$ cat src/logic/serial_ctrl_params.svh
`ifndef SERIAL_CTRL_PARAMS_SVH
`define SERIAL_CTRL_PARAMS_SVH
// Global bases and register offsets
`define SC_BASE_BLOCK 16'h0200
`define SC_BASE_NONBLK 16'h0300
`define SC_OFS_CTRL2 16'h0043
`define SC_OFS_STATUS 16'h0044
`define SC_OFS_DATA 16'h0047
// Control bit positions
`define SC_C2_TXE_IE 7
`define SC_C2_TXD_IE 6
`define SC_C2_RXF_IE 5
`define SC_C2_QL_IE 4
`define SC_C2_TX_ON 3
`define SC_C2_RX_ON 2
`define SC_C2_STANDBY 1
`define SC_C2_BREAK 0
// Reset values
`define SC_CTRL2_RST 8'h00
`define SC_STATUS_RST 8'hc0
// Frame lengths in bit times
`define SC_DATA_BITS 4'ha
`define SC_IDLE_BITS 4'ha
`define SC_BRK_BITS 4'ha
`define SC_LBRK_BITS 4'hd
// Bit time in core clocks
`define SC_BIT_CYCLES 16
`endif

$ cat src/logic/serial_ctrl_pkg.sv
package serial_ctrl_pkg;
   typedef struct packed {
      logic tx_buf_empty;
      logic tx_done;
      logic rx_buf_full;
      logic quiet_line;
      logic overrun;
      logic noise_flag;
      logic framing_err;
      logic parity_err;
   } status_s;
   typedef struct packed {
      logic noise_flag;
      logic framing_err;
      logic parity_err;
   } rx_err_s;
   typedef struct packed {
      rx_err_s err;
      logic [7:0] data;
   } rx_word_s;
   typedef enum logic [1:0] {
      TX_IDLE = 2'b00,
      TX_SEND = 2'b01
   } tx_state_e;
   typedef enum logic [1:0] {
      FR_DATA = 2'b00,
      FR_IDLE = 2'b01,
      FR_BREAK = 2'b10
   } frame_kind_e;
endpackage : serial_ctrl_pkg

$ cat src/logic/serial_ctrl_status_regs.sv
`timescale 1ns/1ps
`include "serial_ctrl_params.svh"
module serial_ctrl_status_regs #(
   parameter int BIT_CYCLES = `SC_BIT_CYCLES
) (
   // Clock and reset
   input wire logic core_clk_i,
   input wire logic nrst_i,
   // Register port
   input wire logic [15:0] addr_i,
   input wire logic wr_i,
   input wire logic rd_i,
   input wire logic [7:0] wdata_i,
   output logic [7:0] rdata_o,
   // Configuration levels from the other control registers
   input wire logic loopback_sel_i,
   input wire logic rx_source_sel_i,
   input wire logic one_wire_dir_i,
   input wire logic long_break_sel_i,
   input wire logic wake_sel_i,
   // Receiver core side
   input wire logic rx_valid_i,
   input wire serial_ctrl_pkg::rx_word_s rx_word_i,
   output logic rx_ready_o,
   input wire logic rx_overrun_i,
   input wire logic line_idle_i,
   // Transmit pin
   input wire logic tx_pin_i,
   output logic tx_pin_o,
   output logic tx_pin_oe_o,
   output logic tx_owned_o,
   // Receive pin and receiver input
   input wire logic rx_pin_i,
   output logic rx_owned_o,
   output logic rx_line_o,
   // Interrupt request
   output logic irq_o
);
   generate
      if (BIT_CYCLES < 1 || BIT_CYCLES > 65535) begin : g_bad_cycles
         $error("BIT_CYCLES out of range");
      end
   endgenerate

   // Address decode
   function automatic logic hit(input logic [15:0] a, input logic [15:0] ofs);
      hit = (a == (`SC_BASE_BLOCK + ofs)) || (a == (`SC_BASE_NONBLK + ofs));
   endfunction : hit

   wire hit_ctrl = hit(addr_i, `SC_OFS_CTRL2);
   wire hit_stat = hit(addr_i, `SC_OFS_STATUS);
   wire hit_data = hit(addr_i, `SC_OFS_DATA);
   wire wr_ctrl = wr_i & hit_ctrl;
   wire wr_data = wr_i & hit_data;
   wire rd_stat = rd_i & hit_stat;
   wire rd_data = rd_i & hit_data;

   // Control register
   logic [7:0] ctrl_ff;
   logic [7:0] nxt_ctrl;
   wire tx_on = ctrl_ff[`SC_C2_TX_ON];
   wire rx_on = ctrl_ff[`SC_C2_RX_ON];
   wire standby = ctrl_ff[`SC_C2_STANDBY];
   wire brk_bit = ctrl_ff[`SC_C2_BREAK];

   // Status flags
   serial_ctrl_pkg::status_s stat_ff;
   serial_ctrl_pkg::status_s nxt_stat;
   logic [7:0] seen_ff; // Flags seen set by a status read

   // Transmit side state
   serial_ctrl_pkg::tx_state_e tx_st_ff;
   serial_ctrl_pkg::tx_state_e nxt_tx_st;
   logic [7:0] tx_hold_ff;
   logic [13:0] shreg_ff;
   logic [13:0] nxt_shreg;
   logic [3:0] bits_ff;
   logic [3:0] nxt_bits;
   logic [15:0] div_ff;
   logic idle_pend_ff;
   logic brk_pend_ff;
   logic tx_line_ff;

   // Receive buffer, two entries
   serial_ctrl_pkg::rx_word_s buf_ff [2];
   logic wptr_ff;
   logic rptr_ff;
   logic [1:0] cnt_ff;
   logic [7:0] rx_data_ff;
   logic idle_arm_ff;

   // Bit-time enable
   wire bit_tick = (div_ff == 16'h0000);
   wire [15:0] nxt_div = bit_tick ? 16'(BIT_CYCLES - 1) : div_ff - 16'h0001;

   // Transmit frame selection; breaks first, then idle, then data
   wire busy = (tx_st_ff == serial_ctrl_pkg::TX_SEND);
   wire want_brk = brk_pend_ff | brk_bit;
   wire data_pend = ~stat_ff.tx_buf_empty;
   wire any_pend = want_brk | idle_pend_ff | data_pend;
   // Pending work drains even with tx_on clear
   wire may_start = tx_on | brk_pend_ff | idle_pend_ff | data_pend;
   wire start = ~busy & bit_tick & may_start & any_pend;
   wire last_bit = busy & bit_tick & (bits_ff == 4'h1);
   wire [3:0] brk_len = long_break_sel_i ? `SC_LBRK_BITS : `SC_BRK_BITS;
   serial_ctrl_pkg::frame_kind_e kind;
   assign kind = want_brk ? serial_ctrl_pkg::FR_BREAK :
                 idle_pend_ff ? serial_ctrl_pkg::FR_IDLE : serial_ctrl_pkg::FR_DATA;
   wire load_data = start & (kind == serial_ctrl_pkg::FR_DATA);

   always_comb begin
      nxt_tx_st = tx_st_ff;
      nxt_shreg = shreg_ff;
      nxt_bits = bits_ff;
      if (start) begin
         nxt_tx_st = serial_ctrl_pkg::TX_SEND;
         case (kind)
            serial_ctrl_pkg::FR_BREAK: begin
               nxt_shreg = 14'h0000;
               nxt_bits = brk_len;
            end
            serial_ctrl_pkg::FR_IDLE: begin
               nxt_shreg = 14'h3fff;
               nxt_bits = `SC_IDLE_BITS;
            end
            default: begin
               nxt_shreg = {5'h1f, tx_hold_ff, 1'b0};
               nxt_bits = `SC_DATA_BITS;
            end
         endcase
      end else if (busy && bit_tick) begin
         nxt_shreg = {1'b1, shreg_ff[13:1]};
         nxt_bits = bits_ff - 4'h1;
         if (bits_ff == 4'h1) begin
            nxt_tx_st = serial_ctrl_pkg::TX_IDLE;
         end
      end
   end

   // Line level: next bit while sending, mark otherwise
   wire nxt_line = start ? nxt_shreg[0] : (busy & ~last_bit) ? nxt_shreg[0] : 1'b1;

   // Pin ownership and direction
   wire own_nxt = tx_on | busy | any_pend;
   wire one_wire = loopback_sel_i & rx_source_sel_i;
   wire oe_nxt = own_nxt & (~one_wire | one_wire_dir_i);
   wire rx_own_nxt = rx_on & ~loopback_sel_i;
   // Loop mode feeds the transmitter back; single wire listens on the pin
   wire rx_line_nxt = ~loopback_sel_i ? rx_pin_i :
                      rx_source_sel_i ? tx_pin_i : tx_line_ff;

   // Control writes and hardware wake-up
   wire tx_rise = wr_ctrl & wdata_i[`SC_C2_TX_ON] & ~tx_on;
   wire brk_set = wr_ctrl & wdata_i[`SC_C2_BREAK];
   wire push = rx_valid_i & rx_ready_o;
   wire wake_mark = push & wake_sel_i & rx_word_i.data[7];
   wire wake_idle = line_idle_i & ~wake_sel_i;
   wire wake = standby & (wake_mark | wake_idle);
   // A standby receiver drops characters until it wakes; a marked wake-up character is kept
   wire keep = ~standby | wake_mark;
   wire do_push = push & keep;

   always_comb begin
      nxt_ctrl = ctrl_ff;
      if (wr_ctrl) begin
         nxt_ctrl = wdata_i;
      end
      if (wake) begin
         nxt_ctrl[`SC_C2_STANDBY] = 1'b0;
      end
   end

   // Receive buffer movement
   wire buf_empty = (cnt_ff == 2'h0);
   wire pop = ~buf_empty & ~stat_ff.rx_buf_full;
   wire [1:0] nxt_cnt = cnt_ff + {1'b0, do_push} - {1'b0, pop};
   serial_ctrl_pkg::rx_word_s head;
   assign head = buf_ff[rptr_ff];

   // Flag clear conditions: status read arms, data access completes; tx_done also clears on a tx_on rise or break write
   wire clr_txe = wr_data & seen_ff[7];
   wire clr_tc = seen_ff[6] & (wr_data | tx_rise | brk_set);
   wire clr_rx = rd_data;
   wire tc_now = stat_ff.tx_buf_empty & ~busy & ~any_pend & ~start;
   wire idle_set = line_idle_i & idle_arm_ff & ~standby;

   // Status next state; a set wins over a same-cycle clear, except tx_done, where a same-cycle clear wins
   always_comb begin
      nxt_stat = stat_ff;
      if (clr_txe) begin
         nxt_stat.tx_buf_empty = 1'b0;
      end
      if (load_data) begin
         nxt_stat.tx_buf_empty = 1'b1;
      end
      if (clr_tc || !tc_now) begin
         nxt_stat.tx_done = 1'b0;
      end
      if (tc_now && !clr_tc) begin
         nxt_stat.tx_done = 1'b1;
      end
      if (clr_rx) begin
         if (seen_ff[5]) begin
            nxt_stat.rx_buf_full = 1'b0;
         end
         if (seen_ff[4]) begin
            nxt_stat.quiet_line = 1'b0;
         end
         if (seen_ff[3]) begin
            nxt_stat.overrun = 1'b0;
         end
         if (seen_ff[2]) begin
            nxt_stat.noise_flag = 1'b0;
         end
         if (seen_ff[1]) begin
            nxt_stat.framing_err = 1'b0;
         end
         if (seen_ff[0]) begin
            nxt_stat.parity_err = 1'b0;
         end
      end
      if (pop) begin
         nxt_stat.rx_buf_full = 1'b1;
         nxt_stat.noise_flag = head.err.noise_flag;
         nxt_stat.framing_err = head.err.framing_err;
         nxt_stat.parity_err = head.err.parity_err;
      end
      if (idle_set) begin
         nxt_stat.quiet_line = 1'b1;
      end
      if (rx_overrun_i) begin
         nxt_stat.overrun = 1'b1;
      end
   end

   // Writes to the status offset fall through untouched
   wire [7:0] rd_mux = hit_ctrl ? ctrl_ff :
                       hit_stat ? stat_ff :
                       hit_data ? rx_data_ff : 8'h00;

   wire irq_nxt = (nxt_ctrl[`SC_C2_TXE_IE] & nxt_stat.tx_buf_empty) |
                  (nxt_ctrl[`SC_C2_TXD_IE] & nxt_stat.tx_done) |
                  (nxt_ctrl[`SC_C2_RXF_IE] & nxt_stat.rx_buf_full) |
                  (nxt_ctrl[`SC_C2_QL_IE] & nxt_stat.quiet_line);

   // Pending idle and break; a new request wins over consumption
   wire nxt_idle_pend = tx_rise | (idle_pend_ff & ~(start & kind == serial_ctrl_pkg::FR_IDLE));
   wire nxt_brk_pend = brk_set | (brk_pend_ff & ~(start & want_brk));

   always_ff @(posedge core_clk_i or negedge nrst_i) begin
      if (!nrst_i) begin
         ctrl_ff <= `SC_CTRL2_RST;
         stat_ff <= `SC_STATUS_RST;
         seen_ff <= 8'h00;
         irq_o <= 1'b0;
         rdata_o <= 8'h00;
      end else begin
         ctrl_ff <= nxt_ctrl;
         stat_ff <= nxt_stat;
         seen_ff <= rd_stat ? stat_ff : (seen_ff & stat_ff);
         irq_o <= irq_nxt;
         rdata_o <= rd_i ? rd_mux : rdata_o;
      end
   end

   always_ff @(posedge core_clk_i or negedge nrst_i) begin
      if (!nrst_i) begin
         tx_st_ff <= serial_ctrl_pkg::TX_IDLE;
         shreg_ff <= 14'h3fff;
         bits_ff <= 4'h0;
         div_ff <= 16'h0000;
         tx_hold_ff <= 8'h00;
      end else begin
         tx_st_ff <= nxt_tx_st;
         shreg_ff <= nxt_shreg;
         bits_ff <= nxt_bits;
         div_ff <= nxt_div;
         tx_hold_ff <= wr_data ? wdata_i : tx_hold_ff;
      end
   end

   always_ff @(posedge core_clk_i or negedge nrst_i) begin
      if (!nrst_i) begin
         idle_pend_ff <= 1'b0;
         brk_pend_ff <= 1'b0;
         tx_line_ff <= 1'b1;
         tx_pin_o <= 1'b1;
         tx_pin_oe_o <= 1'b0;
         tx_owned_o <= 1'b0;
         rx_owned_o <= 1'b0;
         rx_line_o <= 1'b1;
      end else begin
         idle_pend_ff <= nxt_idle_pend;
         brk_pend_ff <= nxt_brk_pend;
         tx_line_ff <= nxt_line;
         tx_pin_o <= nxt_line;
         tx_pin_oe_o <= oe_nxt;
         tx_owned_o <= own_nxt;
         rx_owned_o <= rx_own_nxt;
         rx_line_o <= rx_line_nxt;
      end
   end

   // Receive buffer; ready is registered so it tracks the next count
   always_ff @(posedge core_clk_i or negedge nrst_i) begin
      if (!nrst_i) begin
         wptr_ff <= 1'b0;
         rptr_ff <= 1'b0;
         cnt_ff <= 2'h0;
         rx_ready_o <= 1'b0;
         rx_data_ff <= 8'h00;
         idle_arm_ff <= 1'b0;
      end else begin
         wptr_ff <= wptr_ff ^ do_push;
         rptr_ff <= rptr_ff ^ pop;
         cnt_ff <= nxt_cnt;
         rx_ready_o <= (nxt_cnt != 2'h2) & rx_on;
         rx_data_ff <= pop ? head.data : rx_data_ff;
         // Quiet line reports once per burst of received characters
         idle_arm_ff <= pop | (idle_arm_ff & ~idle_set);
      end
   end

   always_ff @(posedge core_clk_i) begin
      if (do_push) begin
         buf_ff[wptr_ff] <= rx_word_i;
      end
   end
endmodule : serial_ctrl_status_regs

$ cat config.mk
export PLATFORM = sky130hd
export DESIGN_NAME = serial_ctrl_status_regs
export DESIGN_NICKNAME = d
export VERILOG_FILES = /design/src/logic/serial_ctrl_pkg.sv /design/src/logic/serial_ctrl_status_regs.sv
export VERILOG_INCLUDE_DIRS = /design/src /design/src/logic
export SDC_FILE = /design/constraint.sdc
export NUM_CORES = 1
export LEC_CHECK = 0
export BUFFER_PORTS_ARGS = -buffer_cell sky130_fd_sc_hd__buf_2
export CORE_MARGIN = 10
export CORE_UTILIZATION = 25
export CTS_CLUSTER_SIZE = 30
export DETAILED_ROUTE_END_ITERATION = 8
export PLACE_DENSITY = 0.51
export SYNTH_ARGS = -nofsm -noshare
export SYNTH_HDL_FRONTEND = slang
export SYNTH_SLANG_ARGS = --single-unit
$ cat constraint.sdc
create_clock -name core_clk_i -period 2.5 [get_ports core_clk_i]
set_clock_uncertainty 0.1 [all_clocks]
set_input_delay 0.125 -clock core_clk_i [delete_from_list [all_inputs] [get_ports core_clk_i]]
set_output_delay 0.125 -clock core_clk_i [all_outputs]
set_load 0.03 [all_outputs]
==> results.json, run 1 <==
{
  "syn-num-nets": 513,
  "drtIter0Drc": 181,
  "syn_inst": 456,
  "dp.cells": 790,
  "yosysUniqueCellTypes": 58,
  "syn_avg_cell_area_um2": 11.5,
  "cp_data_required_time_ns": 2.73,
  "rows": 52,
  "layout-drive-gt1-share_pct": 26.9,
  "routed_wl_um": 12600,
  "wl_met3_um": 669,
  "cts.clk_slew.worst_paths_ns": 0.05,
  "r2r_setup_slack_ns": 0.24,
  "fin_ws_ns": 0.235,
  "yosys_most_used_dff": "dfrtp_1",
  "cts_root_buf": "clkbuf_16",
  "synth_seq_cells": 119,
  "clock_path_buffers": 2,
  "dpl_cell_area_mm2": 0.00596,
  "cts.sinks": 119,
  "fillers": 2061,
  "end_kind": "register",
  "utilization_pct": 33.7,
  "ant_nets": 0,
  "p_comb_share_pct": 3.7,
  "dr_total_vias": 3780,
  "max-cap-violations": 0,
  "grt_overflow_total": 0,
  "p_clk_share_pct": 54.0,
  "postLayoutCellArea_mm2": 0.00688,
  "cts_inserted_buffers": 17,
  "drv_slew": 0,
  "dieHeight_um": 165,
  "ir_worst_vdd_mv": 0.506,
  "slew_headroom_pct": 45.7,
  "cp_max_fo": 14,
  "pwr-share-seq_pct": 42.3,
  "rr_worst_depth": 5,
  "highest_layer": "met4",
  "start_kind": "register",
  "cts_resized": 0,
  "wl_met1_um": 5620,
  "initial_utilization_pct": 25.6,
  "fp.dieArea_mm2": 0.0272,
  "syn_to_final_growth_pct": 31.3,
  "yosysWarningCount": 0,
  "holdWs_ns": 0.0465,
  "tns_ns": 0,
  "async_reset_ff_share_pct": 81.5,
  "yosysTopAreaCell": "dfrtp_1",
  "arrival_ns": 2.50,
  "hold_end": "rdata_o[0]$_DFFE_PN0P_",
  "pre_cts_ws_ns": 0.112,
  "grt_pass1_wl_um": 20600,
  "synth_top_cells_by_count": "dfrtp_1, nand2_1, o21ai_0, edfxtp_1, inv_1",
  "clkLatencyLatePin_ns": 0.41,
  "fin_cells": 853,
  "antenna_found_initial": 2,
  "post_cts_buffers": 0,
  "ys_seq_area_share_pct": 59.4,
  "vias_per_cell": 4.43,
  "core_area_mm2": 0.0204,
  "wl_met2_um": 6220,
  "power_leakage_nw": 3.04,
  "hpwlAfterDp_um": 9330,
  "ioPinCount": 64,
  "timing.rr.end": "shreg_ff[8]$_DFFE_PN1P_",
  "synth_edf_count": 22,
  "synth_area_mm2": 0.00524,
  "nNetsFinal": 625,
  "grt_max_degree": 66,
  "intPower_mw": 3.76,
  "cts_tree": "yes",
  "hp-class": "in2reg",
  "path_class": "reg2reg",
  "tightest_slew_ns": 0.815,
  "rsz0062_at_grt": "false",
  "drc": 0,
  "fp.dieW_um": 165,
  "sw_frac_of_total_pct": 20.4,
  "first_pass_iters": 4,
  "grt_util_all_layers_pct": 9.69,
  "finalHoldViolCount": 0,
  "place_congestion": 0.775,
  "yosys.area.top_type_share_pct": 37.7,
  "r2r_start": "div_ff[8]$_DFF_PN0_",
  "power.density_mw_per_mm2": 686,
  "grt_pass1_vias": 3994,
  "power_mw": 4.72,
  "finalCriticalPeriod_ns": 2.26,
  "status": "complete, no violations",
  "holdPathStages": 3,
  "max_freq_ghz": 0.442,
  "yosys-top-cells-area": "dfrtp_1, edfxtp_1, dfstp_2, nand2_1, o21ai_0",
  "cts_max_level": 4,
  "setup_viol": 0,
  "netSwitchingPower_mw": 0.963,
  "hp-start": "rd_i",
  "post_drt_wl_per_cell_um": 14.8,
  "portBuffers": 62,
  "period_share_pct": 90.6,
  "yosysMostFrequentCell": "dfrtp_1"
}
==> layout by cell type (no fill, tap or decap), types with 3 or more instances in the layout <==
cell	Yosys	final
a21o_1	3	3
a21oi_1	7	7
a22o_1	9	9
a22oi_1	6	6
buf_2	1	61
buf_4	0	23
bufinv_16	0	4
clkbuf_16	0	17
clkinv_4	0	3
dfrtp_1	79	79
dfstp_2	18	18
dlygate4sd3_1	0	29
edfxtp_1	22	22
ha_1	8	8
inv_1	22	22
mux2_2	12	12
mux2i_1	13	13
nand2_1	51	51
nand2b_1	15	15
nand3_1	14	14
nand4_1	3	3
nand4b_1	3	3
nor2_1	21	21
nor2b_1	3	3
nor3_1	10	10
nor4_1	10	10
o211ai_1	8	8
o21a_1	9	9
o21ai_0	33	33
o31ai_1	3	3
or3_1	3	3
or4_1	3	3
xnor2_1	13	13
==> worst max-delay path: stages (launching register included) <==
cell and delay, ns:
dfrtp_1 0.42, nor4_1 0.48, nand2_1 0.21, or3_1 0.61, a22oi_1 0.27, nand2_1 0.08
==> layer usage <==
layer / up-vias / global-route usage [%]
met1: 1834 / 11.4
li1: 1864 / -
met2: 70 / 15.9
met4: 0 / 3.18
met5: - / 0
met3: 12 / 3.66
==> what timing repair did <==
item / in CTS / in global routing
hold buffers: 29 / 0
endpoints found under the setup margin: 0 / 0
hold endpoints to repair: 91 / 0
==> flip-flops by register name, indices dropped and copies added (netlist names), 4 cells and up <==
register,flops
stat_ff,8
shreg_ff,14
tx_hold_ff,8
div_ff,16
bits_ff,4
rx_data_ff,8
buf_ff,22
rdata_o,8
seen_ff,8
ctrl_ff,8
==> power by group through the flow <==
stage | sequential, mW | clock [mW] | combinational (mW)
2_1_floorplan | 2.03 | 0 | 0.0418
5_1_grt | 2.00 | 2.71 | 0.197
4_1_cts | 2.00 | 2.61 | 0.180
3_3_place_gp | 2.03 | 0 | 0.139
6_report | 2.00 | 2.55 | 0.175
3_5_place_dp | 2.03 | 0 | 0.144
==> worst max path at each step <==
stage,end,startpoint,cells past startpoint,slack [ns]
2_1_floorplan,irq_o$_DFF_PN0_,addr_i[13],7,0.11
3_3_place_gp,irq_o$_DFF_PN0_,addr_i[13],6,0.14
3_5_place_dp,irq_o$_DFF_PN0_,addr_i[13],6,0.11
4_1_cts,shreg_ff[8]$_DFFE_PN1P_,div_ff[8]$_DFF_PN0_,5,0.22
5_1_grt,shreg_ff[9]$_DFFE_PN1P_,div_ff[8]$_DFF_PN0_,5,0.04
6_report,shreg_ff[8]$_DFFE_PN1P_,div_ff[8]$_DFF_PN0_,5,0.24
==> kinds of logic after synthesis <==
| family | count (synthesis) | share of synthesized area (%) |
|---|---|---|
| multiplexers | 27 | 5.64 |
| AO/OA/AOI/OAI | 93 | 11.9 |
| buffers and inverters | 42 | 3.32 |
| AND/OR/NAND/NOR | 152 | 15.4 |
| adder cells (fa/ha/maj) | 8 | 1.91 |
| XOR/XNOR | 15 | 2.51 |
| flip-flops | 119 | 59.4 |
==> area by class of cell <==
cell class	instances	area (um2)	share of cell area [%]
antenna	2	5.00	0.0727
clock buffer	19	443	6.44
clock inverter	13	179	2.60
inverter	22	82.6	1.20
multi-input combinational	295	1960	28.4
sequential	119	3110	45.2
tap	270	338	4.91
timing repair buffer	113	768	11.2
No activity file was read; power rests on OpenSTA's default activity.
==> run 2, diff against run 1 <==
--- a/config.mk
+++ b/config.mk
@@ -11,7 +11,6 @@
 export CORE_UTILIZATION = 25
 export CTS_CLUSTER_SIZE = 30
 export DETAILED_ROUTE_END_ITERATION = 8
-export PLACE_DENSITY = 0.51
 export SYNTH_ARGS = -nofsm -noshare
 export SYNTH_HDL_FRONTEND = slang
 export SYNTH_SLANG_ARGS = --single-unit
==> results.json, run 2 (synthesis results as in run 1) <==
{
  "tightest_slew_ns": 0.640,
  "finalCriticalPeriod_ns": 2.22,
  "vias_per_cell": 4.42,
  "core_area_mm2": 0.0204,
  "place_congestion": 0.798,
  "arrival_ns": 2.41,
  "rsz0062_at_grt": "false",
  "dpl_cell_area_mm2": 0.00600,
  "status": "complete, no violations",
  "globalRouteMet1Util_pct": 12.1,
  "fp.dieArea_mm2": 0.0272,
  "cts.sinks": 119,
  "post_cts_buffers": 0,
  "hpwlAfterDp_um": 8820,
  "ant_nets": 0,
  "final_common_cell": "dfrtp_1",
  "finalHoldViolCount": 0,
  "post_drt_wl_per_cell_um": 14.5,
  "holdPathStages": 3,
  "dieHeight_um": 165,
  "regArea_mm2": 0.00311,
  "cts_max_level": 4,
  "dr_total_vias": 3776,
  "cts_tree": "yes",
  "timing.rr.end": "tx_pin_oe_o$_DFF_PN0_",
  "cp_max_fo": 10,
  "ir_worst_vdd_mv": 0.379,
  "antenna_found_initial": 2,
  "r2r_start": "tx_st_ff[0]$_DFFE_PN0P_",
  "slew_headroom_pct": 57.4,
  "power.density_mw_per_mm2": 681,
  "clock_path_buffers": 2,
  "grt_pass1_vias": 3912,
  "drtIter0Drc": 176,
  "drc": 0,
  "cts_resized": 0,
  "cp_data_required_time_ns": 2.69,
  "postLayoutCellArea_mm2": 0.00690,
  "rows": 52,
  "power_leakage_nw": 3.05,
  "r2r_setup_slack_ns": 0.28,
  "fp.dieW_um": 165,
  "holdBufCountCts": 29,
  "cts.clk_slew.worst_paths_ns": 0.06,
  "power_mw": 4.70,
  "ioPinCount": 64,
  "setup_viol": 0,
  "drv_slew": 0,
  "period_share_pct": 88.8,
  "clkLatencyLatePin_ns": 0.41,
  "fillers": 2076,
  "final_cell_mix": "dfrtp_1, buf_2, nand2_1",
  "largest_reg_flops": 22,
  "rr_worst_depth": 5,
  "tns_ns": 0,
  "hold_end": "rdata_o[0]$_DFFE_PN0P_",
  "grt_use_met2_pct": 15.0,
  "start_kind": "register",
  "routed_wl_um": 12400,
  "hp-class": "in2reg",
  "grt_overflow_total": 0,
  "multi_input_comb_area_mm2": 0.00196,
  "hp-start": "rd_i",
  "grtUsageMet3_pct": 3.46,
  "path_class": "reg2reg",
  "busiest_layer": "met2",
  "top_register": "buf_ff",
  "cts_root_buf": "clkbuf_16",
  "portBuffers": 62,
  "grt_max_degree": 48,
  "syn_to_final_growth_pct": 31.7,
  "initial_utilization_pct": 25.6,
  "max_freq_ghz": 0.450,
  "top_regs": "buf_ff: 22 flops, div_ff: 16 flops, shreg_ff: 14 flops",
  "grt_pass1_wl_um": 20500,
  "max-cap-violations": 0,
  "first_pass_iters": 5,
  "nNetsFinal": 628,
  "layout-drive-gt1-share_pct": 27.7,
  "cts_inserted_buffers": 17,
  "end_kind": "register",
  "grt_util_all_layers_pct": 9.59
}
==> run 2: stage by stage <==
step                      util [%]  hold slack (ns)  std cells  setup slack (ns)
after global placement        29.4          -0.0208        793             0.119
final                         33.8           0.0291        855             0.280
after global routing          33.8           0.0664        855             0.132
after CTS                     33.8           0.0354        854             0.303
after floorplan                  -           -0.271        456             0.105
after detailed placement      29.4          -0.0176        793             0.117
==> run 2: where the power goes <==
part           switching, mW  leakage, nW  internal (mW)
clock                   1.01        0.291           1.51
combinational         0.0951         1.36         0.0858
sequential           0.00729         1.40           1.99
==> run 2: worst max-delay path: stages, from the launching register on <==
cell           delay, ns
dfrtp_1             0.50
nor3_1              0.38
nand2_1             0.14
or2_2               0.32
o21a_1              0.11
dlygate4sd3_1       0.55
==> run 2: final cells by class <==
type | instances | area share [%]
Antenna cell | 1 | 0.0363
Clock buffer | 17 | 6.17
Clock inverter | 15 | 2.65
Inverter | 22 | 1.20
Multi-Input combinational cell | 295 | 28.3
Sequential cell | 119 | 45.1
Tap cell | 270 | 4.90
Timing Repair Buffer | 116 | 11.6
==> run 2: metal layers <==
metal  wire length, um  vias to the layer above
met5                 0                        -
met4               135                        0
met3               612                       14
met2              5810                       64
met1              5870                     1822
li1                  -                     1876
==> run 2: worst max path at each step <==
stage / end / from / cells after the start / slack, ns
after floorplan: irq_o$_DFF_PN0_ / addr_i[13] / 7 / 0.11
after global placement: irq_o$_DFF_PN0_ / addr_i[3] / 6 / 0.12
after detailed placement: irq_o$_DFF_PN0_ / addr_i[3] / 6 / 0.12
after CTS: tx_pin_oe_o$_DFF_PN0_ / tx_st_ff[0]$_DFFE_PN0P_ / 5 / 0.30
after global routing: bits_ff[2]$_DFFE_PN0P_ / div_ff[0]$_DFF_PN0_ / 8 / 0.13
final: tx_pin_oe_o$_DFF_PN0_ / tx_st_ff[0]$_DFFE_PN0P_ / 5 / 0.28
==> run 3, diff against run 2 <==
--- a/config.mk
+++ b/config.mk
@@ -6,11 +6,13 @@
 export SDC_FILE = /design/constraint.sdc
 export NUM_CORES = 1
 export LEC_CHECK = 0
+export ABC_AREA = 1
 export BUFFER_PORTS_ARGS = -buffer_cell sky130_fd_sc_hd__buf_2
 export CORE_MARGIN = 10
-export CORE_UTILIZATION = 25
-export CTS_CLUSTER_SIZE = 30
+export CORE_UTILIZATION = 58
+export CTS_CLUSTER_SIZE = 24
 export DETAILED_ROUTE_END_ITERATION = 8
+export PLACE_DENSITY = 0.79
 export SYNTH_ARGS = -nofsm -noshare
 export SYNTH_HDL_FRONTEND = slang
 export SYNTH_SLANG_ARGS = --single-unit
==> results.json, run 3 <==
{
  "synth_top_family_by_area": "simple AND/OR/NAND/NOR gates",
  "status": "complete, no violations",
  "yosysMostFrequentCell": "nand2_1",
  "vias_per_cell": 5.34,
  "synth-compound-area-share_pct": 12.9,
  "rsz0062_at_grt": "false",
  "syn-num-nets": 646,
  "async_reset_ff_share_pct": 81.5,
  "dieHeight_um": 118,
  "clock_path_buffers": 2,
  "power_mw": 5.04,
  "post_cts_buffers": 0,
  "top_register": "buf_ff",
  "core_area_mm2": 0.00924,
  "r2r_setup_slack_ns": 0.44,
  "slew_headroom_pct": 46.3,
  "r2r_start": "stat_ff[7]$_DFF_PN1_",
  "power_leakage_nw": 3.19,
  "rows": 35,
  "max-cap-violations": 0,
  "slowest_stage": "dfstp_2",
  "cp_data_required_time_ns": 2.82,
  "portBuffers": 62,
  "synth_xor_area_share_pct": 1.59,
  "syn_inst": 589,
  "yosys.area.top_type_share_pct": 35.8,
  "final_common_cell": "nand2_1",
  "arrival_ns": 2.37,
  "synth_area_mm2": 0.00552,
  "initial_utilization_pct": 59.7,
  "hpwlAfterDp_um": 8540,
  "ant_nets": 0,
  "top_regs": "buf_ff: 22 flops, div_ff: 16 flops, shreg_ff: 14 flops",
  "synth_seq_cells": 119,
  "fp.dieArea_mm2": 0.0138,
  "post_drt_wl_per_cell_um": 15.6,
  "antenna_found_initial": 0,
  "period_share_pct": 82.3,
  "layout-drive-gt1-share_pct": 21.7,
  "drc": 0,
  "power.density_mw_per_mm2": 732,
  "synthSimpleGateAreaFrac_pct": 19.3,
  "cts.clk_slew.worst_paths_ns": 0.06,
  "tns_ns": 0,
  "path_cells": "inv_2 -> nor2_1 -> nand2_1 -> nor2_1 -> nand2_1 -> o21ai_0 -> dlygate4sd3_1 -> inv_1",
  "syn_avg_cell_area_um2": 9.36,
  "holdBufCountCts": 35,
  "ioPinCount": 64,
  "start_kind": "register",
  "final_cell_mix": "nand2_1, inv_1, dfrtp_1",
  "yosysTopAreaCell": "dfrtp_1",
  "grt_pass1_vias": 4692,
  "syn_to_final_growth_pct": 24.7,
  "cts_tree": "yes",
  "grt_pass1_wl_um": 21800,
  "hp-start": "rx_valid_i",
  "synthAdderAreaFrac_pct": 1.81,
  "place_congestion": 0.857,
  "yosysUniqueCellTypes": 42,
  "ir_worst_vdd_mv": 0.644,
  "cts_max_level": 4,
  "tightest_slew_ns": 0.803,
  "nNetsFinal": 753,
  "grt_max_degree": 47,
  "drtIter0Drc": 418,
  "finalCriticalPeriod_ns": 2.06,
  "grt_util_all_layers_pct": 19.1,
  "drv_slew": 0,
  "finalHoldViolCount": 0,
  "ys_seq_area_share_pct": 56.4,
  "cts_root_buf": "clkbuf_8",
  "holdPathStages": 6,
  "end_kind": "register",
  "first_pass_iters": 6,
  "cp-startpoint": "stat_ff[7]$_DFF_PN1_",
  "hp-class": "in2reg",
  "routed_wl_um": 13100,
  "synth_edf_count": 22,
  "cp_max_fo": 3,
  "postLayoutCellArea_mm2": 0.00688,
  "fp.dieW_um": 118,
  "hold_end": "ctrl_ff[1]$_DFFE_PN0P_",
  "timing.rr.end": "tx_pin_oe_o$_DFF_PN0_",
  "utilization_pct": 74.4,
  "synth.area.mux_share_pct": 0,
  "critPathMaxStageDelay_ns": 0.56,
  "path_class": "reg2reg",
  "setup_viol": 0,
  "dr_total_vias": 4473,
  "diodes": 0,
  "clkLatencyLatePin_ns": 0.52,
  "cts.sinks": 119,
  "cp_top_family": "buffers and inverters",
  "yosys_most_used_dff": "dfrtp_1",
  "yosys-top-cells-area": "dfrtp_1, edfxtp_1, dfstp_2, nand2_1, inv_1",
  "rr_worst_depth": 8,
  "largest_reg_flops": 22,
  "yosysWarningCount": 0,
  "cp_num_buf_inv": 3,
  "dpl_cell_area_mm2": 0.00595,
  "synth_top_cells_by_count": "nand2_1, inv_1, dfrtp_1, nor2_1, o21ai_0",
  "grt_overflow_total": 0,
  "cts_inserted_buffers": 17,
  "max_freq_ghz": 0.486,
  "cts_resized": 0
}
==> run 3: cell count changes in the layout (fill, tap and decap cells not counted), moves of 15 or more <==
cell / change
nand2_1: +42
nor2_1: +36
inv_1: +67
o21ai_0: +18
o21ai_1: +15
nand2b_1: -15
buf_4: -21
==> run 3: how the worst max path moves through the flow <==
stage | slack (ns) | to | depth (start not counted)
6_report | 0.44 | tx_pin_oe_o$_DFF_PN0_ | 8
5_1_grt | 0.24 | bits_ff[3]$_DFFE_PN0P_ | 11
4_1_cts | 0.44 | bits_ff[3]$_DFFE_PN0P_ | 11
3_5_place_dp | 0.47 | bits_ff[3]$_DFFE_PN0P_ | 11
3_3_place_gp | 0.53 | bits_ff[3]$_DFFE_PN0P_ | 11
2_1_floorplan | 0.35 | rx_ready_o$_DFF_PN0_ | 9
==> run 3: cell families (layout without fill, tap and decap cells) <==
logic type                 count (synthesis)  in the layout
AOI/OAI and AO/OA                        123            123
xor gates and xnor gates                  10             10
buffers and inverters                    109            229
adders and majority gates                  8              8
DFF                                      119            119
and+or+nand+nor                          220            220
==> run 3: per-stage QoR <==
stage / worst slack, ns / std cells / hold slack, ns
floorplan: 0.347 / 589 / -0.271
global placement: 0.533 / 771 / -0.0817
detailed placement: 0.471 / 771 / -0.0765
CTS: 0.436 / 838 / 0.00305
global route: 0.240 / 838 / 0.0359
finish: 0.442 / 838 / 0.0205
==> run 3: layer usage <==
metal,GRT usage (%),routed length (um)
met3,5.08,657
met2,34.1,6960
met4,8.27,344
met5,0,0
met1,20.9,5120
==> run 3: area by class of cell <==
class	count	area, um2
Timing Repair Buffer	101	706
Sequential cell	119	3110
Tap cell	129	161
Clock inverter	15	165
Clock buffer	17	414
Multi-Input combinational cell	361	1960
Inverter	96	360
Fill cell	585	2360
==> run 3: worst min-delay path, delay by kind of cell <==
family	cells	cell delay, ns
AND/OR/NAND/NOR	2	0.13
buffers and inverters	1	0.08
AO/OA/AOI/OAI	3	0.28
==> run 3: where the power goes <==
group	internal (mW)	switching [mW]
clock	1.44	0.944
combinational	0.165	0.255
sequential	2.15	0.0794
total	3.76	1.28
